$ cat src/hw/ssq_pkg.sv
// constants, register map and state type of the stop-mode clock sequencer
package ssq_pkg;
	// register byte addresses
	localparam logic [7:0] SSQ_CTRL_ADDR  = 8'h00;
	localparam logic [7:0] SSQ_STAT_ADDR  = 8'h04;
	localparam logic [7:0] SSQ_ISTAT_ADDR = 8'h08;
	localparam logic [7:0] SSQ_IMASK_ADDR = 8'h0c;
	// control register fields
	localparam int SSQ_PSTOP_BIT  = 0;
	localparam int SSQ_TICKC_BIT  = 1;
	localparam int SSQ_WDOGC_BIT  = 2;
	localparam int SSQ_CME_BIT    = 3;
	localparam int SSQ_SELF_CLOCK_MODE_ENABLE_BIT   = 4;
	localparam int SSQ_SELF_CLOCK_IRQ_ENABLE_BIT  = 5;
	localparam int SSQ_PLL_CLOCK_SELECT_BIT = 6;
	localparam int SSQ_CTRL_W     = 7;
	localparam logic [6:0] SSQ_CTRL_RST = 7'h00;
	// interrupt status fields (write one to clear)
	localparam int SSQ_IRQ_SCM_BIT  = 0;
	localparam int SSQ_IRQ_STOP_BIT = 1;
	localparam int SSQ_IRQ_WAKE_BIT = 2;
	localparam int SSQ_IRQ_W        = 3;
	localparam logic [2:0] SSQ_IRQ_RST = 3'h0;
	// clock quality check: oscillator cycles per check window
	localparam int SSQ_CHECK_CYCLES = 4096;
	// most check windows after a full-stop wake-up
	localparam int SSQ_MAX_WINDOWS  = 50;
	typedef enum logic [2:0] {
		SSQ_RUN, SSQ_SWITCH, SSQ_PLL_OFF, SSQ_CORE_OFF, SSQ_SYS_OFF,
		SSQ_PSTOP, SSQ_FSTOP, SSQ_WCHECK
	} ssq_state_t;
endpackage

$ cat src/hw/ssq_stop_sequencer.sv
// stop-mode clock sequencer: stop entry, pseudo/full stop, wake-up and quality checks
module ssq_stop_sequencer
	import ssq_pkg::*;
#(
	parameter int CHECK_CYCLES = SSQ_CHECK_CYCLES, // cycles per quality window
	parameter int MAX_WINDOWS  = SSQ_MAX_WINDOWS   // windows before giving up
)(
	input  wire logic        ref_clk,          // oscillator-rate clock
	input  wire logic        rst,              // synchronous reset, active high
	input  wire logic        stop_req,         // core stop request level
	input  wire logic        wake_irq,         // any other wake-up interrupt
	input  wire logic        ext_reset_n,      // external reset pin, active low
	input  wire logic        clock_lost,       // clock monitor loss indication
	input  wire logic [7:0]  reg_addr,         // register byte address
	input  wire logic [31:0] reg_wdata,        // register write data
	input  wire logic        reg_wr,           // write strobe
	input  wire logic        reg_rd,           // read strobe
	output logic      [31:0] reg_rdata,        // read data, cycle after strobe
	output logic             osc_enable,       // oscillator enable
	output logic             pll_enable,       // pll enable
	output logic             core_clk_en,      // core clock gate
	output logic             sys_clk_en,       // system clock gate
	output logic             tick_clk_en,      // periodic tick clock gate
	output logic             watchdog_clk_en,  // watchdog clock gate
	output logic             power_save_req,   // request to regulator and others
	output logic             stop_active,      // core and system clocks off, pseudo or full stop
	output logic             pll_clock_select, // system clocks on pll clock
	output logic             self_clock_mode,  // running on pll free clock
	output logic             clock_monitor_reset, // monitor reset pulse
	output logic             reset_gen_start,  // reset generator start pulse
	output logic             reset_vector_alt, // monitor reset vector selected
	output logic             irq               // level interrupt
);
	// elaboration guard: the counter widths below assume these ranges
	if (CHECK_CYCLES < 2 || CHECK_CYCLES > 65536 || MAX_WINDOWS < 1 || MAX_WINDOWS > 255)
	begin : g_bad_params
		$error("ssq_stop_sequencer: unsupported parameter values");
	end

	localparam int QW = $clog2(CHECK_CYCLES + 1);
	localparam logic [QW-1:0] Q_LAST = QW'(CHECK_CYCLES - 1);
	localparam logic [7:0]    W_LAST = 8'(MAX_WINDOWS - 1);

	ssq_state_t state_ff, nxt_state;
	logic [SSQ_CTRL_W-1:0] ctrl_ff, nxt_ctrl;
	logic [SSQ_IRQ_W-1:0]  istat_ff, nxt_istat, imask_ff, nxt_imask, ev;
	logic [QW-1:0]         qcnt_ff, nxt_qcnt;
	logic [7:0]            win_ff, nxt_win;
	logic                  scm_ff, nxt_scm, bad_ff, nxt_bad, pend_ff, nxt_pend;
	logic                  cmr_ff, nxt_cmr, rgs_ff, nxt_rgs, alt_ff, nxt_alt;
	logic                  erst_m_ff, erst_s_ff, erst_d_ff, lost_m_ff, lost_s_ff;

	// pins pass two flops before use
	// no reset here: a held rst with quiet pins flushes the chain
	always_ff @(posedge ref_clk)
	begin
		erst_m_ff <= ~ext_reset_n;
		erst_s_ff <= erst_m_ff;
		erst_d_ff <= erst_s_ff;
		lost_m_ff <= clock_lost;
		lost_s_ff <= lost_m_ff;
	end

	// decoded events and configuration
	wire ext_rst_ev = erst_s_ff & ~erst_d_ff;
	wire pseudo_stop_select      = ctrl_ff[SSQ_PSTOP_BIT];
	wire clock_monitor_enable       = ctrl_ff[SSQ_CME_BIT];
	wire self_clock_mode_enable      = ctrl_ff[SSQ_SELF_CLOCK_MODE_ENABLE_BIT];
	wire self_clock_irq_enable     = ctrl_ff[SSQ_SELF_CLOCK_IRQ_ENABLE_BIT];
	wire in_pstop  = (state_ff == SSQ_PSTOP);
	wire in_fstop  = (state_ff == SSQ_FSTOP);
	wire stopped   = in_pstop | in_fstop;
	// loss only seen while the monitor is on; full stop has it off
	wire loss      = lost_s_ff & clock_monitor_enable & ~in_fstop;
	wire q_pass    = scm_ff & ~lost_s_ff & (qcnt_ff == Q_LAST);
	wire win_end   = (state_ff == SSQ_WCHECK) & (qcnt_ff == Q_LAST);
	wire win_ok    = win_end & ~bad_ff & ~lost_s_ff;
	wire win_fail  = win_end & ~win_ok & (win_ff == W_LAST);
	// one hit per register; unmapped addresses read zero and drop writes
	wire hit_ctrl  = (reg_addr == SSQ_CTRL_ADDR);
	wire hit_stat  = (reg_addr == SSQ_STAT_ADDR);
	wire hit_istat = (reg_addr == SSQ_ISTAT_ADDR);
	wire hit_imask = (reg_addr == SSQ_IMASK_ADDR);
	wire wr_ctrl   = reg_wr & hit_ctrl;
	wire wr_istat  = reg_wr & hit_istat;
	wire wr_imask  = reg_wr & hit_imask;

	// sequencing state machine
	// external reset is handled after the case so that it overrides every state
	always_comb
	begin
		nxt_state = state_ff;
		nxt_scm   = scm_ff;
		nxt_pend  = pend_ff;
		nxt_cmr   = 1'b0;
		nxt_rgs   = 1'b0;
		nxt_alt   = alt_ff;
		ev        = '0;
		case (state_ff)
			SSQ_RUN:
				if (stop_req)
					nxt_state = SSQ_SWITCH;
			SSQ_SWITCH:
				nxt_state = SSQ_PLL_OFF;
			SSQ_PLL_OFF:
				nxt_state = SSQ_CORE_OFF;
			SSQ_CORE_OFF:
				nxt_state = SSQ_SYS_OFF;
			SSQ_SYS_OFF:
			begin
				nxt_state = pseudo_stop_select ? SSQ_PSTOP : SSQ_FSTOP;
				ev[SSQ_IRQ_STOP_BIT] = 1'b1;
			end
			SSQ_PSTOP:
				if (loss && !self_clock_mode_enable)
				begin
					nxt_state = SSQ_RUN;
					nxt_cmr   = 1'b1;
					nxt_rgs   = 1'b1;
					nxt_alt   = 1'b1;
				end
				else if (loss && !scm_ff)
				begin
					nxt_scm = 1'b1;
					ev[SSQ_IRQ_SCM_BIT] = 1'b1;
					if (self_clock_irq_enable)
						nxt_state = SSQ_RUN;
				end
				else if (wake_irq)
				begin
					nxt_state = SSQ_RUN;
					ev[SSQ_IRQ_WAKE_BIT] = 1'b1;
				end
				else if (q_pass)
					nxt_scm = 1'b0;
			SSQ_FSTOP:
				if (wake_irq)
				begin
					nxt_state = SSQ_WCHECK;
					ev[SSQ_IRQ_WAKE_BIT] = 1'b1;
				end
			SSQ_WCHECK:
				if (win_ok)
				begin
					nxt_state = SSQ_RUN;
					nxt_scm   = 1'b0;
					nxt_rgs   = pend_ff;
					nxt_pend  = 1'b0;
				end
				else if (win_fail)
				begin
					nxt_state = SSQ_RUN;
					nxt_pend  = 1'b0;
					nxt_scm   = self_clock_mode_enable;
					nxt_cmr   = ~self_clock_mode_enable;
					nxt_rgs   = ~self_clock_mode_enable | pend_ff;
					nxt_alt   = ~self_clock_mode_enable;
				end
			default:
				nxt_state = SSQ_RUN;
		endcase
		// self-clock mode in run ends when a check passes
		if (state_ff == SSQ_RUN && q_pass)
			nxt_scm = 1'b0;
		// external reset overrides state, alt, pend and reset start; a monitor reset set above still fires
		if (ext_rst_ev)
		begin
			nxt_alt = 1'b0;
			if (in_fstop || state_ff == SSQ_WCHECK)
			begin
				nxt_state = SSQ_WCHECK;
				nxt_pend  = 1'b1;
				nxt_rgs   = 1'b0;
			end
			else
			begin
				nxt_state = SSQ_RUN;
				nxt_rgs   = 1'b1;
			end
		end
	end

	// quality check counter: counts clean cycles, aborted in full stop
	always_comb
	begin
		nxt_qcnt = qcnt_ff;
		nxt_win  = win_ff;
		nxt_bad  = bad_ff;
		if (state_ff == SSQ_WCHECK)
		begin
			nxt_bad  = bad_ff | lost_s_ff;
			nxt_qcnt = win_end ? '0 : qcnt_ff + 1'b1;
			if (win_end)
			begin
				nxt_bad = 1'b0;
				nxt_win = win_ff + 8'd1;
			end
		end
		else if (in_fstop || !scm_ff || lost_s_ff)
		begin
			nxt_qcnt = '0;
			nxt_win  = 8'd0;
			nxt_bad  = 1'b0;
		end
		else
			nxt_qcnt = q_pass ? '0 : qcnt_ff + 1'b1;
	end

	// configuration: hardware clears pll select on stop entry
	always_comb
	begin
		nxt_ctrl = ctrl_ff;
		if (wr_ctrl)
			nxt_ctrl = reg_wdata[SSQ_CTRL_W-1:0];
		// cleared as the request is taken, so the select is off a cycle before
		// the pll drops; a write of the select is refused until run returns
		if (nxt_state != SSQ_RUN)
			nxt_ctrl[SSQ_PLL_CLOCK_SELECT_BIT] = 1'b0;
		if (erst_s_ff)
			nxt_ctrl = SSQ_CTRL_RST;
	end

	// sticky status: a new event beats a write-one clear
	assign nxt_istat = (istat_ff & ~(wr_istat ? reg_wdata[SSQ_IRQ_W-1:0] : '0)) | ev;
	assign nxt_imask = wr_imask ? reg_wdata[SSQ_IRQ_W-1:0] : imask_ff;

	// clock gating per state; the kept-running gates let held counters resume
	// nothing here clears a counter: stop only freezes it by gating
	wire n_stop  = (nxt_state == SSQ_PSTOP) | (nxt_state == SSQ_FSTOP);
	wire n_pstop = (nxt_state == SSQ_PSTOP);
	wire n_pll   = (nxt_state == SSQ_RUN) | (nxt_state == SSQ_SWITCH) | (n_pstop & nxt_scm);
	wire n_core  = (nxt_state == SSQ_RUN) | (nxt_state == SSQ_SWITCH) |
	               (nxt_state == SSQ_PLL_OFF);
	wire n_sys   = n_core | (nxt_state == SSQ_CORE_OFF);
	wire n_osc   = ~(nxt_state == SSQ_FSTOP);
	wire n_tick  = ~n_stop | (n_pstop & nxt_ctrl[SSQ_TICKC_BIT]);
	wire n_wdog  = ~n_stop | (n_pstop & nxt_ctrl[SSQ_WDOGC_BIT]);
	// regulator stays up while self-clock checks run in pseudo-stop
	wire n_psave = n_stop & ~(n_pstop & nxt_scm);
	wire n_irq   = |(nxt_istat & nxt_imask);

	// read data mux
	wire [31:0] rd_mux =
		hit_ctrl  ? {25'h0, ctrl_ff} :
		hit_stat  ? {26'h0, pend_ff, alt_ff, scm_ff, state_ff} :
		hit_istat ? {29'h0, istat_ff} :
		hit_imask ? {29'h0, imask_ff} : 32'h0;

	// state and control registers
	// rst here and in the output flops; the counter logic clears the check counters on full stop entry
	always_ff @(posedge ref_clk)
	begin
		if (rst)
		begin
			state_ff <= SSQ_RUN;
			ctrl_ff  <= SSQ_CTRL_RST;
			istat_ff <= SSQ_IRQ_RST;
			imask_ff <= SSQ_IRQ_RST;
			qcnt_ff  <= '0;
			win_ff   <= 8'd0;
			scm_ff   <= 1'b0;
			bad_ff   <= 1'b0;
			pend_ff  <= 1'b0;
			alt_ff   <= 1'b0;
		end
		else
		begin
			state_ff <= nxt_state;
			ctrl_ff  <= nxt_ctrl;
			istat_ff <= nxt_istat;
			imask_ff <= nxt_imask;
			qcnt_ff  <= nxt_qcnt;
			win_ff   <= nxt_win;
			scm_ff   <= nxt_scm;
			bad_ff   <= nxt_bad;
			pend_ff  <= nxt_pend;
			alt_ff   <= nxt_alt;
		end
	end

	// registered outputs
	// every output comes from a flop, so the gates never glitch downstream
	always_ff @(posedge ref_clk)
	begin
		if (rst)
		begin
			reg_rdata           <= 32'h0;
			osc_enable          <= 1'b1;
			pll_enable          <= 1'b1;
			core_clk_en         <= 1'b1;
			sys_clk_en          <= 1'b1;
			tick_clk_en         <= 1'b1;
			watchdog_clk_en     <= 1'b1;
			power_save_req      <= 1'b0;
			stop_active         <= 1'b0;
			pll_clock_select    <= 1'b0;
			self_clock_mode     <= 1'b0;
			clock_monitor_reset <= 1'b0;
			reset_gen_start     <= 1'b0;
			reset_vector_alt    <= 1'b0;
			irq                 <= 1'b0;
		end
		else
		begin
			reg_rdata           <= reg_rd ? rd_mux : 32'h0;
			osc_enable          <= n_osc;
			pll_enable          <= n_pll;
			core_clk_en         <= n_core;
			sys_clk_en          <= n_sys;
			tick_clk_en         <= n_tick;
			watchdog_clk_en     <= n_wdog;
			power_save_req      <= n_psave;
			stop_active         <= n_stop;
			pll_clock_select    <= nxt_ctrl[SSQ_PLL_CLOCK_SELECT_BIT] | nxt_scm;
			self_clock_mode     <= nxt_scm;
			clock_monitor_reset <= nxt_cmr;
			reset_gen_start     <= nxt_rgs;
			reset_vector_alt    <= nxt_alt;
			irq                 <= n_irq;
		end
	end
endmodule

$ cat config.mk
export PLATFORM = sky130hd
export DESIGN_NAME = ssq_stop_sequencer
export DESIGN_NICKNAME = d
export VERILOG_FILES = /design/src/hw/ssq_pkg.sv /design/src/hw/ssq_stop_sequencer.sv
export SDC_FILE = /design/constraint.sdc
export NUM_CORES = 1
export LEC_CHECK = 0
export ABC_AREA = 1
export BUFFER_PORTS_ARGS = -buffer_cell sky130_fd_sc_hd__buf_2
export CORE_UTILIZATION = 52
export DETAILED_ROUTE_END_ITERATION = 16
export PLACE_DENSITY = 0.8
export SETUP_SLACK_MARGIN = 0.5
export SLEW_MARGIN = 20
export SYNTH_ARGS = -nofsm -noshare
export SYNTH_HDL_FRONTEND = slang
export SYNTH_SLANG_ARGS = --single-unit
export TNS_END_PERCENT = 50
$ cat constraint.sdc
create_clock -name ref_clk -period 2.4 [get_ports ref_clk]
set_input_delay 0.6 -clock ref_clk [delete_from_list [all_inputs] [get_ports ref_clk]]
set_output_delay 0.6 -clock ref_clk [all_outputs]
set_load 0.01 [all_outputs]
==> summary.md <==
| Metric | Value |
|---|---|
| Status | finished, final reports clean |
| DR WL/cell | 11.70 µm |
| Fin cells | approximately 560 |
| Yosys warning count | 0 |
| Antenna fix cells | 0 |
| Hpwl dp | 4744 µm |
| Die extent in x | roughly 80 µm |
| Max clock buf depth | 2 |
| Sequential area share after synthesis | 40.72% |
| Worst vdd rail ir drop | 0.0004445 V |
| Vertical die dimension | roughly 80 µm |
| Area growth from synthesis to layout | 16.48% |
| Crit. End Element | flip-flop |
| Layout cells sized above 1 | roughly 27% |
| Number of hold-slack violations in the final timing report | 0 |
| Drt total wl | roughly 6500 µm |
| Number of instances in the placed design | 534 |
| First-pass GRT wire length | 10250 µm |
| Post-synth EDFFs | 0 |
| Final critical path time including I/O delays and setup | 1868 ps |
| Number of distinct library cell variants in the gate-level netlist after synthesis | 44 |
| Total count of max-transition violations in the final report | 0 |
| Fillers | roughly 520 |
| Total overflow reported by the global router | 0 |
| Leading post-synthesis cells by instance count | nand2_1, dfxtp_1, nor2_1 |
| Top area cells in the synthesized netlist | dfxtp_1, nand2_1, nor2_1, buf_4, inv_1 |
| Relative contribution of the clock network to total power | between 40% and 50% |
| Worst-case clock skew | 11.27 ps |
| Unrepaired setup endpoints after global routing | true |
| Via count of the first global-routing pass | 2304 |
| Category of the critical setup timing path | flip-flop to flip-flop |
| Via-to-Cell Ratio | approximately 5.0 |
| Total Neg Setup Slack | 0 ps |
| Final count of negative-setup-slack endpoints | 0 |
| Sequential group share of total power | 50.2% |
| Fin nets | 528 |
| Remaining DRCs | 0 |
| Maximum fanout count along the critical path | 5 |
| Antenna-violating nets left | 0 |
| Top_reg_cell synth | dfxtp_1 |
| Total via count in the routed design | 2760 |
| Class of the worst hold path | flip-flop to flip-flop |
| Combined global-route utilization of all metal layers | 20.76% |
| Gpl congestion | between 0.8 and 0.9 |
| Number of antenna violations at the first check in global routing | 0 |
| Clk pin slew, worst setup/hold paths | around 70 ps |
| Number of buffers created by CTS | 9 |
| Insertion delay to the later sink of the worst-skew pair | around 340 ps |
| Max-cap check violation count | 0 |
| Switching component of the power | 0.5241 mW |
| Proportion of synthesized flip-flops having asynchronous set or reset | 0% |
| Internal Power | 1.668 mW |
| Core Area | roughly 6000 µm² |
| Power Density | 589.0 nW/µm² |
| Library cell used as clock root buffer | clkbuf_8 |
| Worst-case setup slack after placement | 242.4 ps |
| Leakage power of the design | 1.651 nW |
| Largest net degree at the start of global routing | 20 |
| Detailed-routing iteration count for the pre-antenna-repair pass | 4 |
| Initial cell density of the core | roughly 54% |
| Achievable Freq | 0.5355 GHz |
| TritonCTS clock tree | built |
| Sw Share | 23.91% |
| Combined area of all synthesized cells | 3196 µm² |
| Initial drt markers | 204 |
| Final period utilization | 77.81% |
| Library cell with the highest instance count after synthesis | nand2_1 |
| Number of placement rows | 28 |
| Post-route worst hold slack | 327.2 ps |
| Startpoint Class | flip-flop |
| H-Tree Depth | 3 |
| Hold buffers post-CTS | 0 |
| WP data required | roughly 2600 ps |
| Flip-flop and latch count after synthesis | 65 |
| Cell type contributing the most total cell area after synthesis | dfxtp_1 |
| I/O pin cnt | 94 |
| Combinational fraction of design power | 7.3% |
| Area of the die | 6463 µm² |
| Clock sinks | 65 |
| Worst Setup Slack, final | 532.5 ps |
| Worst Path Arrival | about 2100 ps |
| Synthesized instance count | just over 400 |
| Average footprint of a synthesized cell | between 7 and 8 µm² |
| Share of the synthesized area in the top cell type | 40.72% |
| Port Buffer Count | 43 |
[power groups by stage]
stage | registers (mW) | clock network [mW] | logic, mW
2_1_floorplan | 1.12 | 0 | 0.137
3_3_place_gp | 1.13 | 0 | 0.152
3_5_place_dp | 1.13 | 0 | 0.155
4_1_cts | 1.10 | 0.942 | 0.157
5_1_grt | 1.10 | 0.989 | 0.176
6_report | 1.10 | 0.932 | 0.160
[registers in the layout (all words and copies together), names as in the netlist, 3 cells and up]
signal and cells:
ctrl_ff 7, istat_ff 3, qcnt_ff 13, reg_rdata 7
imask_ff 3, state_ff 3, win_ff 8
[worst max-delay path, cell delays in order, from the launching register on]
cell      delay [ps]
dfxtp_2          350
ha_4             150
nand2_2           80
nor2_4           130
nand2_4           90
nor2_8           170
nand3_4          110
buf_4            150
o22a_1           210
a211oi_1         320
[timing repair]
| item | in CTS | in global routing |
|---|---|---|
| gates resized for setup | 4 | 9 |
| cloned | 0 | 0 |
| setup buffers | 3 | 4 |
| pin swaps | 3 | 9 |
| endpoints found under the setup margin | 12 | 18 |
[per-layer routing]
| layer | wire (µm) | up-vias | GRT usage, % |
|---|---|---|---|
| met1 | 3037 | 1265 | 27.86 |
| met4 | 76 | 0 | 7.857 |
| met3 | 400 | 7 | 5.682 |
| li1 | - | 1409 | - |
| met5 | 0 | - | 0 |
| met2 | 2989 | 79 | 31.44 |
[logic make-up (layout without fill, tap and decap cells)]
kind of cell             after synthesis  after routing  synth area share [%]
AND/OR/NAND/NOR                      200            200                 32.89
buffers and inverters                 85            127                 13.04
flip-flops                            65             65                 40.72
AO/OA/AOI/OAI                         57             57                 10.96
XOR/XNOR                               4              4                 1.097
adder cells (fa/ha/maj)                3              3                 1.175
other                                  1             25                0.1174
[per-stage QoR]
step | cell area [µm²] | util, % | total power [mW]
floorplan | 3291 | - | 1.262
global placement | 3437 | 58.05 | 1.277
detailed placement | 3437 | 58.05 | 1.280
CTS | 3671 | 62.00 | 2.200
global route | 3722 | 62.87 | 2.266
finish | 3722 | 62.87 | 2.192
[worst paths after layout]
path	startpoint	to	slack, ps	cells after the start
worst max register to register	qcnt_ff[1]$_SDFF_PP0_	reset_gen_start$_SDFF_PP0_	530	9
worst max-delay path	qcnt_ff[1]$_SDFF_PP0_	reset_gen_start$_SDFF_PP0_	530	9
worst min register to register	lost_m_ff$_DFF_P_	lost_s_ff$_DFF_P_	330	0
worst min-delay path	lost_m_ff$_DFF_P_	lost_s_ff$_DFF_P_	330	0
[cell usage in the layout, fill, tap and decap left out, types with 2 or more instances in the layout]
cell type  netlist  layout
nand3_1         27      26
nand3_2          6       7
nand2_1         66      64
nand3b_1         2       2
o21a_1           3       3
xnor2_1          2       2
nor2_8           2       2
dfxtp_1         65      62
a21oi_1         19      18
nand2_4          6       6
clkbuf_8         0      11
o22ai_1          2       2
xor2_1           2       2
a21oi_2          2       3
nand4_1          2       2
nor3_2           3       3
nor2_2           4       5
nor4_2           2       2
o21ai_0         14      14
ha_1             3       2
nor2_1          54      52
inv_2            7       8
a41oi_1          3       3
buf_4           25      12
buf_2            1      43
o21ai_1          5       5
o211ai_1         2       2
nor2_4           3       4
nor3_1           4       4
nand2_2         11      13
a311oi_1         2       2
conb_1           1      25
clkinv_2         0       2
inv_1           47      47
dfxtp_2          0       2
nor3b_1          5       5
[layout make-up]
type,count,area (µm²),share of cell area (%)
sequential,65,1308,35.13
clock buffer,12,155.1,4.168
tap,75,93.84,2.521
clock inverter,3,40.04,1.076
multi-input combinational,289,1604,43.09
inverter,57,216.5,5.815
timing repair buffer,55,305.3,8.202
Power figures use the tool's default switching activity.
